## config.mk

```make
export PLATFORM = sky130hd
export DESIGN_NAME = bst_tap
export DESIGN_NICKNAME = d
export VERILOG_FILES = /design/src/core/bst_pkg.sv /design/src/core/bst_tap.sv
export SDC_FILE = /design/constraint.sdc
export NUM_CORES = 1
export LEC_CHECK = 0
export ABC_CLOCK_PERIOD_IN_PS = 11500
export CORE_MARGIN = 1.5
export CORE_UTILIZATION = 53
export CTS_BUF_LIST = sky130_fd_sc_hd__clkbuf_16
export DETAILED_ROUTE_END_ITERATION = 6
export DONT_BUFFER_PORTS = 1
export PLACE_DENSITY_LB_ADDON = 0.12
export SYNTH_ARGS = -nofsm -noshare
export SYNTH_HDL_FRONTEND = slang
export SYNTH_SLANG_ARGS = --single-unit
```

## constraint.sdc

```tcl
create_clock -name CLK_SYS -period 11.5 [get_ports CLK_SYS]
set_input_delay 3.45 -clock CLK_SYS [delete_from_list [all_inputs] [get_ports CLK_SYS]]
set_output_delay 3.45 -clock CLK_SYS [all_outputs]
set_load 0.03 [all_outputs]
```

## src/core/bst_pkg.sv

```systemverilog
/*
 * Shared constants and types of the boundary-scan test port.
 * Assumes a single system clock samples the slow test clock.
 */
package bst_pkg;
    localparam int IR_W = 4;
    localparam int ID_W = 32;
    localparam logic [IR_W-1:0] INSTR_EXTEST = 4'h0;
    localparam logic [IR_W-1:0] INSTR_BYPASS = 4'hF;
    localparam logic [IR_W-1:0] INSTR_IDCODE = 4'hB;
    localparam logic [IR_W-1:0] INSTR_HIGHZ = 4'h7;
    localparam logic [IR_W-1:0] INSTR_CLAMP = 4'h4;
    localparam logic [IR_W-1:0] INSTR_SAMPLE = 4'h8;
    localparam logic [IR_W-1:0] INSTR_CORE_RST = 4'hC;
    // Capture pattern: 01 in the two low bits, upper bits zero
    localparam logic [IR_W-1:0] IR_CAPTURE = 4'h1;
    localparam logic BYP_CAPTURE = 1'b0;
    // Identification code field layout
    localparam int ID_REV_LSB = 28;
    localparam int ID_REV_W = 4;
    localparam int ID_DEV_LSB = 12;
    localparam int ID_DEV_W = 16;
    localparam int ID_MFR_LSB = 1;
    localparam int ID_MFR_W = 11;
    localparam logic ID_PRESENT = 1'b1;
    // Consecutive high mode-select edges that reach reset
    localparam logic [2:0] TLR_ONES = 3'h5;
    localparam logic [2:0] ONES_MAX = 3'h7;

    typedef enum logic [3:0] {
        TAP_TLR, TAP_RTI, TAP_SELDR, TAP_CAPDR, TAP_SHDR, TAP_EX1DR, TAP_PAUDR,
        TAP_EX2DR, TAP_UPDDR, TAP_SELIR, TAP_CAPIR, TAP_SHIR, TAP_EX1IR,
        TAP_PAUIR, TAP_EX2IR, TAP_UPDIR
    } bst_tap_state_e;

    typedef enum logic [1:0] {
        SEL_BYPASS, SEL_ID, SEL_RING
    } bst_chain_e;

    typedef struct packed {
        logic tms;
        logic tdi;
    } bst_tick_s;
endpackage

```

## src/core/bst_tap.sv

```systemverilog
/*
 * Boundary-scan test port of the dual-port RAM: controller, instruction,
 * skip, identification and pin ring scan registers, pin drive muxing.
 * Assumes TCK runs far slower than CLK_SYS and the core sits behind the
 * CORE_* ports; the pads sit behind the PIN_* ports.
 */
`timescale 1ns/1ps
`default_nettype none
//
// Contract
// - Sample test inputs on test clock rise
// - Unconnected mode-select reads high, stays in reset
// - Shift in at MSB, out at LSB
// - Serial out on fall, enabled when shifting
// - Five high mode-select edges reset controller
// - Pause and resume repeats next chain bit; the code repeats it only after Pause-DR, not after Pause-IR
// - Exactly one register between in and out
// - Four-bit instruction, identification after reset
// - Capture-IR loads 01 into low bits
// - Skip register cleared in Capture-DR
// - Ring register captures pins, shifts in Shift-DR
// - Identification code captured under identification instruction
// - New instruction effective only at Update-IR
// - External test drives outputs, captures inputs
// - Identification register shifted under identification
// - High-impedance: skip register, outputs floated
// - Sample/preload snapshots pins, updates held data
// - Bypass selects one-bit skip register
// - Clamp drives held values, skip register serial
// - Core-only reset resets core, not port
// - Outputs two cells, inputs one cell
// - Instruction codes decoded, others reserved
// - Code fields: revision, device, maker, one
module bst_tap
    import bst_pkg::*;
#(
    parameter int NUM_IN = 8,
    parameter int NUM_OUT = 8,
    parameter int BUF_DEPTH = 2,
    // Arbitrary identity values, not any real part
    parameter logic [ID_REV_W-1:0] ID_REV = 4'h0,
    parameter logic [ID_DEV_W-1:0] ID_DEV = 16'h1234,
    parameter logic [ID_MFR_W-1:0] ID_MFR = 11'h055
)(
    input wire logic CLK_SYS,
    input wire logic RST,
    input wire logic TCK,
    input wire logic TMS,
    input wire logic TDI,
    output logic TDO,
    output logic TDO_OE_N,
    input wire logic [NUM_IN-1:0] PIN_IN,
    output logic [NUM_IN-1:0] CORE_IN,
    input wire logic [NUM_OUT-1:0] CORE_OUT,
    input wire logic [NUM_OUT-1:0] CORE_OE_N,
    output logic [NUM_OUT-1:0] PIN_OUT,
    output logic [NUM_OUT-1:0] PIN_OE_N,
    output logic CORE_RESET,
    output logic BUF_READY
);
    localparam int NB = NUM_IN + 2 * NUM_OUT;
    localparam int AW = (BUF_DEPTH > 2) ? $clog2(BUF_DEPTH) : 1;
    localparam logic [ID_W-1:0] ID_CODE = {ID_REV, ID_DEV, ID_MFR, ID_PRESENT};

    if (NUM_IN < 1 || NUM_OUT < 1 || BUF_DEPTH < 2)
    begin : g_bad
        $error("bst_tap: pin counts must be positive and depth at least 2");
    end

    // Synchronisers; mode-select and data-in rest high like their pull-ups
    logic tck_s1, tck_s2, tck_s3, tms_s1, tms_s2, tdi_s1, tdi_s2;
    logic [NUM_IN-1:0] pin_s1, pin_s2;

    logic rise_ev, fall_ev;
    assign rise_ev = tck_s2 & ~tck_s3;
    assign fall_ev = ~tck_s2 & tck_s3;

    // Rise samples queue here; the engine stalls on fall events
    bst_tick_s fifo_mem [BUF_DEPTH];
    logic [AW-1:0] wr_ptr, rd_ptr, next_wr_ptr, next_rd_ptr;
    logic [AW:0] count, next_count;
    logic buf_ready, next_buf_ready;
    logic push, pop;
    bst_tick_s head;

    assign push = rise_ev & buf_ready;
    assign pop = (count != '0) & ~fall_ev;
    assign head = fifo_mem[rd_ptr];

    always_comb
    begin
        next_wr_ptr = wr_ptr;
        next_rd_ptr = rd_ptr;
        next_count = count;
        if (push)
            next_wr_ptr = (wr_ptr == AW'(BUF_DEPTH - 1)) ? '0 : wr_ptr + 1'b1;
        if (pop)
            next_rd_ptr = (rd_ptr == AW'(BUF_DEPTH - 1)) ? '0 : rd_ptr + 1'b1;
        if (push && !pop)
            next_count = count + 1'b1;
        else if (pop && !push)
            next_count = count - 1'b1;
        next_buf_ready = (next_count != (AW+1)'(BUF_DEPTH));
    end

    always_ff @(posedge CLK_SYS)
    begin
        if (push)
            fifo_mem[wr_ptr] <= '{tms: tms_s2, tdi: tdi_s2};
    end

    function automatic bst_tap_state_e tap_next(bst_tap_state_e s, logic m);
        bst_tap_state_e n;
        n = s;
        unique case (s)
            TAP_TLR: n = m ? TAP_TLR : TAP_RTI;
            TAP_RTI: n = m ? TAP_SELDR : TAP_RTI;
            TAP_SELDR: n = m ? TAP_SELIR : TAP_CAPDR;
            TAP_CAPDR: n = m ? TAP_EX1DR : TAP_SHDR;
            TAP_SHDR: n = m ? TAP_EX1DR : TAP_SHDR;
            TAP_EX1DR: n = m ? TAP_UPDDR : TAP_PAUDR;
            TAP_PAUDR: n = m ? TAP_EX2DR : TAP_PAUDR;
            TAP_EX2DR: n = m ? TAP_UPDDR : TAP_SHDR;
            TAP_UPDDR: n = m ? TAP_SELDR : TAP_RTI;
            TAP_SELIR: n = m ? TAP_TLR : TAP_CAPIR;
            TAP_CAPIR: n = m ? TAP_EX1IR : TAP_SHIR;
            TAP_SHIR: n = m ? TAP_EX1IR : TAP_SHIR;
            TAP_EX1IR: n = m ? TAP_UPDIR : TAP_PAUIR;
            TAP_PAUIR: n = m ? TAP_EX2IR : TAP_PAUIR;
            TAP_EX2IR: n = m ? TAP_UPDIR : TAP_SHIR;
            TAP_UPDIR: n = m ? TAP_SELDR : TAP_RTI;
        endcase
        return n;
    endfunction

    // Test engine state
    bst_tap_state_e state, next_state;
    logic [IR_W-1:0] instr, next_instr, ir_shift, next_ir_shift;
    logic skip, next_skip, repeat_bit, next_repeat_bit;
    logic [ID_W-1:0] id_shift, next_id_shift;
    logic [NB-1:0] ring_shift, next_ring_shift, ring_hold, next_ring_hold;
    logic tdo, next_tdo, tdo_oe_n, next_tdo_oe_n;
    bst_chain_e sel;

    always_comb
    begin
        unique case (instr)
            INSTR_EXTEST, INSTR_SAMPLE: sel = SEL_RING;
            INSTR_IDCODE: sel = SEL_ID;
            default: sel = SEL_BYPASS;
        endcase
    end

    always_comb
    begin
        next_state = state;
        next_instr = instr;
        next_ir_shift = ir_shift;
        next_skip = skip;
        next_repeat_bit = repeat_bit;
        next_id_shift = id_shift;
        next_ring_shift = ring_shift;
        next_ring_hold = ring_hold;
        next_tdo = tdo;
        next_tdo_oe_n = tdo_oe_n;
        if (state == TAP_TLR)
            next_instr = INSTR_IDCODE;
        if (pop)
        begin
            next_state = tap_next(state, head.tms);
            unique case (state)
                TAP_CAPIR: next_ir_shift = IR_CAPTURE;
                TAP_SHIR: next_ir_shift = {head.tdi, ir_shift[IR_W-1:1]};
                TAP_CAPDR:
                    unique case (sel)
                        SEL_BYPASS: next_skip = BYP_CAPTURE;
                        SEL_ID: next_id_shift = ID_CODE;
                        SEL_RING: next_ring_shift = {CORE_OE_N, CORE_OUT, pin_s2};
                    endcase
                TAP_SHDR:
                    if (repeat_bit)
                        next_repeat_bit = 1'b0;
                    else
                        unique case (sel)
                            SEL_BYPASS: next_skip = head.tdi;
                            SEL_ID: next_id_shift = {head.tdi, id_shift[ID_W-1:1]};
                            SEL_RING: next_ring_shift = {head.tdi, ring_shift[NB-1:1]};
                        endcase
                TAP_EX2DR: next_repeat_bit = ~head.tms;
                default: ;
            endcase
        end
        if (fall_ev)
        begin
            next_tdo_oe_n = ~(state == TAP_SHIR || state == TAP_SHDR);
            if (state == TAP_SHIR)
                next_tdo = ir_shift[0];
            else if (state == TAP_SHDR)
                unique case (sel)
                    SEL_BYPASS: next_tdo = skip;
                    SEL_ID: next_tdo = id_shift[0];
                    SEL_RING: next_tdo = ring_shift[0];
                endcase
            if (state == TAP_UPDIR)
                next_instr = ir_shift;
            if (state == TAP_UPDDR && sel == SEL_RING)
                next_ring_hold = ring_shift;
        end
    end

    // Pin drive; ring layout: inputs low, output data, then output enables
    logic [NUM_OUT-1:0] next_pin_out, next_pin_oe_n;
    logic drive_held, next_core_reset;

    always_comb
    begin
        drive_held = (instr == INSTR_EXTEST) || (instr == INSTR_CLAMP);
        next_pin_out = drive_held ? ring_hold[NUM_IN +: NUM_OUT] : CORE_OUT;
        next_pin_oe_n = drive_held ? ring_hold[NUM_IN + NUM_OUT +: NUM_OUT] : CORE_OE_N;
        if (instr == INSTR_HIGHZ)
            next_pin_oe_n = '1;
        // Test port reset alone never touches the core
        next_core_reset = (instr == INSTR_CORE_RST);
    end

    always_ff @(posedge CLK_SYS or posedge RST)
    begin
        if (RST)
        begin
            tck_s1 <= 1'b0;
            tck_s2 <= 1'b0;
            tck_s3 <= 1'b0;
            tms_s1 <= 1'b1;
            tms_s2 <= 1'b1;
            tdi_s1 <= 1'b1;
            tdi_s2 <= 1'b1;
            pin_s1 <= '0;
            pin_s2 <= '0;
            wr_ptr <= '0;
            rd_ptr <= '0;
            count <= '0;
            buf_ready <= 1'b1;
            state <= TAP_TLR;
            instr <= INSTR_IDCODE;
            ir_shift <= IR_CAPTURE;
            skip <= BYP_CAPTURE;
            repeat_bit <= 1'b0;
            id_shift <= '0;
            ring_shift <= '0;
            ring_hold <= '0;
            tdo <= 1'b0;
            tdo_oe_n <= 1'b1;
            PIN_OUT <= '0;
            PIN_OE_N <= '1;
            CORE_RESET <= 1'b0;
        end
        else
        begin
            tck_s1 <= TCK;
            tck_s2 <= tck_s1;
            tck_s3 <= tck_s2;
            tms_s1 <= TMS;
            tms_s2 <= tms_s1;
            tdi_s1 <= TDI;
            tdi_s2 <= tdi_s1;
            pin_s1 <= PIN_IN;
            pin_s2 <= pin_s1;
            wr_ptr <= next_wr_ptr;
            rd_ptr <= next_rd_ptr;
            count <= next_count;
            buf_ready <= next_buf_ready;
            state <= next_state;
            instr <= next_instr;
            ir_shift <= next_ir_shift;
            skip <= next_skip;
            repeat_bit <= next_repeat_bit;
            id_shift <= next_id_shift;
            ring_shift <= next_ring_shift;
            ring_hold <= next_ring_hold;
            tdo <= next_tdo;
            tdo_oe_n <= next_tdo_oe_n;
            PIN_OUT <= next_pin_out;
            PIN_OE_N <= next_pin_oe_n;
            CORE_RESET <= next_core_reset;
        end
    end

    assign CORE_IN = pin_s2;
    assign TDO = tdo;
    assign TDO_OE_N = tdo_oe_n;
    assign BUF_READY = buf_ready;

    // Helper: consecutive processed edges with mode-select high
    logic [2:0] ones;
    always_ff @(posedge CLK_SYS or posedge RST)
    begin
        if (RST)
            ones <= '0;
        else if (pop)
            ones <= !head.tms ? '0 : (ones == ONES_MAX) ? ones : ones + 1'b1;
    end
endmodule
`default_nettype wire

```

==> out/results.ini, run 1 <==
[flow_run]
max_cap_violations = 0

[timing]
period_share_pct = 39.0
final-hold-violation-count = 0
rsz0062_at_grt = false
timing.fmax_mhz = 223
relSlewSlack_pct = 23.5
setup_viol = 0
setup_tns_ns = 0
worstMarginPinSlew_ns = 1.12
slew_viol_final = 0
fin_worst_skew_ns = 0.00634
period_needed_ns = 4.49
timing.final.ws_setup_ns = 7.01

[worst_setup_path]
arrival_ns = 1.04
cp_max_fo = 3
r2r_cells = 5
timing.rr.start = count[0]
worstSetupStartpointType = flip-flop
required_ns = 8.05
critPathCaptureType = output port
crit_path_start = BUF_READY
r2r_slack_ns = 8.81
critPathCapture = BUF_READY
criticalPathCategory = flip-flop to output port
rr_endpoint = id_shift[4]
path_depth = 0

[final_layout]
syn2layout_area_growth_pct = 11.1
fillers = 882
drive_gt1_share_pct = 21.0
layout_commonest_cell = nand2_1
layoutNonFillerInstCount = 683
fin_nets = 563
diodes = 0
fin_area_um2 = 6550
layout_common_cells = nand2_1 (134), dfrtp_1 (115), mux2_2 (53), nor2_1 (33), inv_1 (28)

[cts]
insertion_delay_ns = 0.41
post_cts_buffers = 0
cts_resized = 0
htreeDepth = 4
cts_made_buffers = 17
cts.sinks = 137
cts-root-buf = clkbuf_16
ctsHoldBuffers = 0
clkTransAtPathRegs_ns = 0.06
cts_tree = yes
clockBufferDepth = 2

[yosys]
synth-main-ff-cell = dfrtp_1
ys_top_cells_by_area = dfrtp_1 (49%), mux2_2 (10%), nand2_1 (8.5%), dfstp_2 (8.0%), mux2i_1 (3.6%)
async_flop_share_pct = 97.1
synth_nets = 572
synth_area_per_cell_um2 = 10.9
synth-seq-cells = 137
yosys.area.top_type = dfrtp_1
syn_inst = 539
ys_warn_count = 0
synth_top_area_share_pct = 48.8
seq_area_frac_synth_pct = 58.9
synth_cell_types = 55
netlist_area_um2 = 5890
synth_edf_count = 4

[drt]
ant_nets = 0
wl_um = 10500
routed_via_density = 5.44
drt_iter0_drc = 201
num_vias = 3718
wire_per_inst_um = 15.3
drc = 0
firstDrtPassIters = 4

[placement]
portBuffers = 0
place_ws_ns = 6.53
dp_hpwl_um = 6450
placed_cells = 651
globalplace.congestion = 0.743
postPlaceCellArea_um2 = 5950

[grt]
grt_max_degree = 80
track_usage_pct = 19.5
grt_pass1_wl_um = 17700
antenna_found_initial = 0
grt_pass1_vias = 3655
overflow = 0

[floorplan]
die_area_um2 = 11800
rows = 38
die_w_um = 108
initial_core_util_pct = 54.4
pin_count = 57
core_um2 = 10800
die_y_um = 108

[power]
p_per_area_nw_per_um2 = 223
p_leak_nw = 3.15
vdd_drop_max_uv = 85.1

[run_status]
status = finished clean

[worst_hold_path]
hold_depth = 0
min_path_type = flip-flop to flip-flop

==> how the worst min path moves through the flow <==
stage	slack (ns)	from	end
2_1_floorplan	0.33	pin_s1[0]	CORE_IN[0]
3_3_place_gp	0.33	pin_s1[6]	CORE_IN[6]
3_5_place_dp	0.33	pin_s1[4]	CORE_IN[4]
4_1_cts	0.35	pin_s1[6]	CORE_IN[6]
5_1_grt	0.36	tck_s1	tck_s2
6_report	0.35	pin_s1[6]	CORE_IN[6]
==> flip-flops by register name, indices dropped and copies added (netlist names), 2 cells and up <==
signal	count
PIN_OE_N	8
instr	4
ir_shift	4
fifo_mem	4
id_shift	32
PIN_OUT	8
ring_shift	24
ring_hold	16
CORE_IN	8
count	2
state	4
pin_s1	8
==> cells by family after synthesis <==
kind of cell / after synthesis / share of synthesized area [%]
AO/OA/AOI/OAI: 41 / 4.71
XOR/XNOR: 4 / 0.594
adder cells (fa/ha/maj): 4 / 0.849
buffers and inverters: 61 / 4.67
flip-flops: 137 / 58.9
multiplexers: 75 / 13.9
AND/OR/NAND/NOR: 217 / 16.4
==> through the flow <==
stage | utilization [%] | total power, mW | hold slack, ns
floorplan | - | 0.863 | 0.331
global placement | 54.9 | 0.903 | 0.332
detailed placement | 54.9 | 0.918 | 0.335
CTS | 60.4 | 1.47 | 0.350
global route | 60.4 | 1.54 | 0.356
finish | 60.4 | 1.46 | 0.347
==> routing by layer <==
metal  track usage [%]  wire [um]  vias up
met3              4.64        452       14
met2              29.8       4980       82
met1              26.5       4890     1851
met4              8.36        150        0
li1                  -          -     1771
met5                 0          0        -
==> layout make-up <==
| class | count | area, um2 | area share [%] |
|---|---|---|---|
| timing repair buffer | 5 | 37.5 | 0.573 |
| clock buffer | 17 | 425 | 6.50 |
| tap | 140 | 175 | 2.68 |
| inverter | 28 | 108 | 1.64 |
| sequential | 137 | 3470 | 53.0 |
| clock inverter | 15 | 174 | 2.66 |
| multi-input combinational | 341 | 2160 | 32.9 |
==> cell usage after synthesis (7+ instances only) <==
cell,instances
inv_1,28
clkbuf_1,17
dfstp_2,18
a21oi_1,10
o21ai_0,10
mux2i_1,21
nor2_1,33
nand2_1,134
dfrtp_1,115
nand3_1,11
nor3_1,7
buf_2,10
mux2_2,53
==> report_power, final <==
part           total [mW]  internal [mW]  leakage (nW)  switching, mW
Combinational       0.286          0.117          1.23          0.169
Sequential          0.624          0.548          1.62         0.0764
Clock               0.550          0.341         0.297          0.208
Total                1.46           1.01          3.15          0.454
Note: power is estimated with default switching activity, not from simulation.
==> run 2, diff against run 1 <==
--- a/config.mk
+++ b/config.mk
@@ -5,7 +5,7 @@
 export SDC_FILE = /design/constraint.sdc
 export NUM_CORES = 1
 export LEC_CHECK = 0
-export ABC_CLOCK_PERIOD_IN_PS = 11500
+export ABC_CLOCK_PERIOD_IN_PS = 4400
 export CORE_MARGIN = 1.5
 export CORE_UTILIZATION = 53
 export CTS_BUF_LIST = sky130_fd_sc_hd__clkbuf_16
==> constraint.sdc (replaced) <==
create_clock -name CLK_SYS -period 4.4 [get_ports CLK_SYS]
set_input_delay 1.32 -clock CLK_SYS [delete_from_list [all_inputs] [get_ports CLK_SYS]]
set_output_delay 1.32 -clock CLK_SYS [all_outputs]
set_load 0.03 [all_outputs]
==> run 2 against run 1 <==
Effect of this change: clock skew up 0.0026 ns; combinational power grew to 2.6 times the previous value; global-route usage is 0.13 points higher; critical path depth is 5 higher; routed wire length decreased by 2.6%; total power rose to 2.5 times the previous value; first-iteration DRC count fell by 8.5%; final area decreased by 0.67%; critical path type is now flip-flop to flip-flop; highest routed layer unchanged.
==> out/results.ini, run 2 (synthesis results as in run 1) <==
[timing]
setup_tns_ns = 0  ; unchanged
timing.fmax_mhz = 385
rsz0062_at_grt = false  ; unchanged
relSlewSlack_pct = 22.4  ; was 23.5%
setup_viol = 0  ; unchanged
slew_viol_final = 0  ; unchanged
fin_worst_skew_ns = 0.00896  ; was 0.00634 ns
final-hold-violation-count = 0  ; unchanged
worstMarginPinSlew_ns = 1.13  ; was 1.12 ns
period_share_pct = 59.0
period_needed_ns = 2.60

[power]
switching_share_pct = 31.5  ; was 31.1%
p_per_area_nw_per_um2 = 562  ; was 223 nW/um2
p_total_mw = 3.65  ; was 1.46 mW
p_leak_nw = 3.12  ; was 3.15 nW
p_sw_mw = 1.15  ; was 0.454 mW
power_frac_comb_pct = 20.3  ; was 19.6%
clock_power_share_pct = 35.2  ; was 37.7%
vdd_drop_max_uv = 334  ; was 85.1 uV
intPower_mw = 2.50  ; was 1.01 mW
seqPwrFrac_pct = 44.5  ; was 42.8%

[cts]
cts_made_buffers = 17  ; unchanged
insertion_delay_ns = 0.42  ; was 0.41 ns
clkTransAtPathRegs_ns = 0.06  ; about the same
cts_tree = yes  ; unchanged
cts_resized = 0  ; unchanged
cts-root-buf = clkbuf_16  ; unchanged
post_cts_buffers = 0  ; unchanged
cts.sinks = 137  ; unchanged
htreeDepth = 4  ; unchanged
ctsHoldBuffers = 0  ; unchanged
clockBufferDepth = 2  ; unchanged

[final_layout]
layout_commonest_cell = nand2_1  ; unchanged
fin_nets = 564  ; was 563
regMostFlops = id_shift  ; unchanged
layout_common_cells = nand2_1 (134), dfrtp_1 (115), mux2_2 (53), nor2_1 (33), inv_1 (27)  ; was nand2_1 (134), dfrtp_1 (115), mux2_2 (53), nor2_1 (33), inv_1 (28)
drive_gt1_share_pct = 20.4  ; was 21.0%
syn2layout_area_growth_pct = 10.3  ; was 11.1%
largest_register_ffs = 32  ; unchanged
diodes = 0  ; unchanged
top_regs = id_shift (32), ring_shift (24), ring_hold (16)  ; unchanged
layoutNonFillerInstCount = 683  ; unchanged
fillers = 870  ; was 882

[grt]
grt_pass1_wl_um = 17600  ; was 17700 um
antenna_found_initial = 0  ; unchanged
grt_pass1_vias = 3670  ; was 3655
overflow = 0  ; unchanged
grt_max_degree = 74  ; was 80
track_usage_pct = 19.6  ; was 19.5%

[worst_setup_path]
arrival_ns = 2.90  ; was 1.04 ns
cp_slowest_cell = nand3_2
r2r_cells = 5  ; unchanged
worstSetupStartpointType = flip-flop  ; unchanged
cpLargestDelayFamily = simple AND/OR/NAND/NOR gates
critPathCaptureType = flip-flop  ; was output port
required_ns = 4.70  ; was 8.05 ns
rr_endpoint = id_shift[18]  ; was id_shift[4]
criticalPathCategory = flip-flop to flip-flop  ; was flip-flop to output port
cp_max_fo = 32  ; was 3
r2r_slack_ns = 1.80  ; was 8.81 ns
timing.rr.start = count[0]  ; unchanged
path_buf_inv = 1
max_stage_delay_ns = 0.75
path_cells = inv_1 -> ha_1 -> nor3_4 -> nand3_2 -> mux2_2

[placement]
dp_hpwl_um = 6440  ; was 6450 um
placed_cells = 652  ; was 651
globalplace.congestion = 0.813  ; was 0.743
portBuffers = 0  ; unchanged

[worst_hold_path]
hold_depth = 0  ; unchanged
min_path_type = flip-flop to flip-flop  ; unchanged
min_to = CORE_IN[7]  ; was CORE_IN[6]
hold_start = pin_s1[7]  ; was pin_s1[6]

[floorplan]
core_um2 = 10800  ; unchanged
die_area_um2 = 11800  ; unchanged
pin_count = 57  ; unchanged
rows = 38  ; unchanged
die_y_um = 108  ; unchanged
die_w_um = 108  ; unchanged
initial_core_util_pct = 54.4  ; unchanged

[drt]
wire_per_inst_um = 14.9  ; was 15.3 um
wl_um = 10200  ; was 10500 um
num_vias = 3718  ; unchanged
firstDrtPassIters = 4  ; unchanged
ant_nets = 0  ; unchanged
wl_met2_um = 4650  ; was 4980 um
top_layer_used = met4  ; unchanged
met1_length_um = 4820  ; was 4890 um
routed_via_density = 5.44  ; unchanged
drt_iter0_drc = 184  ; was 201
met3_wirelength_um = 540  ; was 452 um
drc = 0  ; unchanged

[run_status]
status = finished clean  ; unchanged

[flow_run]
max_cap_violations = 0  ; unchanged

-- run 2: metal layers --
metal  GRT usage, %  up-vias
li1               -     1778
met1           26.5     1833
met2           29.2       92
met3           5.67       15
met4           9.21        0
met5              0        -
-- run 2: area by class of cell --
cell class                      instances  area [um2]  area share, %
Multi-Input combinational cell        341        2160           33.2
Sequential cell                       137        3470           53.4
Clock inverter                         14         109           1.67
Tap cell                              140         175           2.69
Timing Repair Buffer                    6        57.6          0.885
Clock buffer                           17         425           6.54
Inverter                               28         109           1.67
-- run 2: power by group through the flow --
stage	combinational (mW)	sequential [mW]	clock (mW)
after CTS	0.749	1.62	1.31
after detailed placement	0.742	1.65	0
after global routing	0.847	1.65	1.37
final	0.743	1.62	1.28
after floorplan	0.701	1.55	0
after global placement	0.726	1.64	0
-- run 2: worst register-to-register path, delay by kind of cell, from the launching register on --
family / cells / cell delay, ns
simple gates: 2 / 1.08
fa+ha+maj: 1 / 0.37
flops: 1 / 0.37
mux: 1 / 0.58
buf+inv: 1 / 0.08
-- run 2: per-stage QoR --
step | hold slack [ns] | instance area (um2) | utilization, % | setup WS (ns)
2_1_floorplan | 0.331 | 5900 | - | 1.44
3_3_place_gp | 0.333 | 5970 | 55.1 | 1.88
3_5_place_dp | 0.336 | 5970 | 55.1 | 1.82
4_1_cts | 0.348 | 6500 | 60.0 | 1.81
5_1_grt | 0.351 | 6500 | 60.0 | 1.60
6_report | 0.345 | 6500 | 60.0 | 1.80
-- run 2: how the worst max path moves through the flow --
stage,startpoint,end,slack [ns],cells after the start
final,count[0],id_shift[18],1.80,5
after global routing,count[0],id_shift[20],1.60,5
after CTS,count[0],id_shift[31],1.81,5
after detailed placement,count[0],id_shift[18],1.82,5
after global placement,count[0],id_shift[18],1.88,5
after floorplan,RST,CORE_IN[0],1.44,1
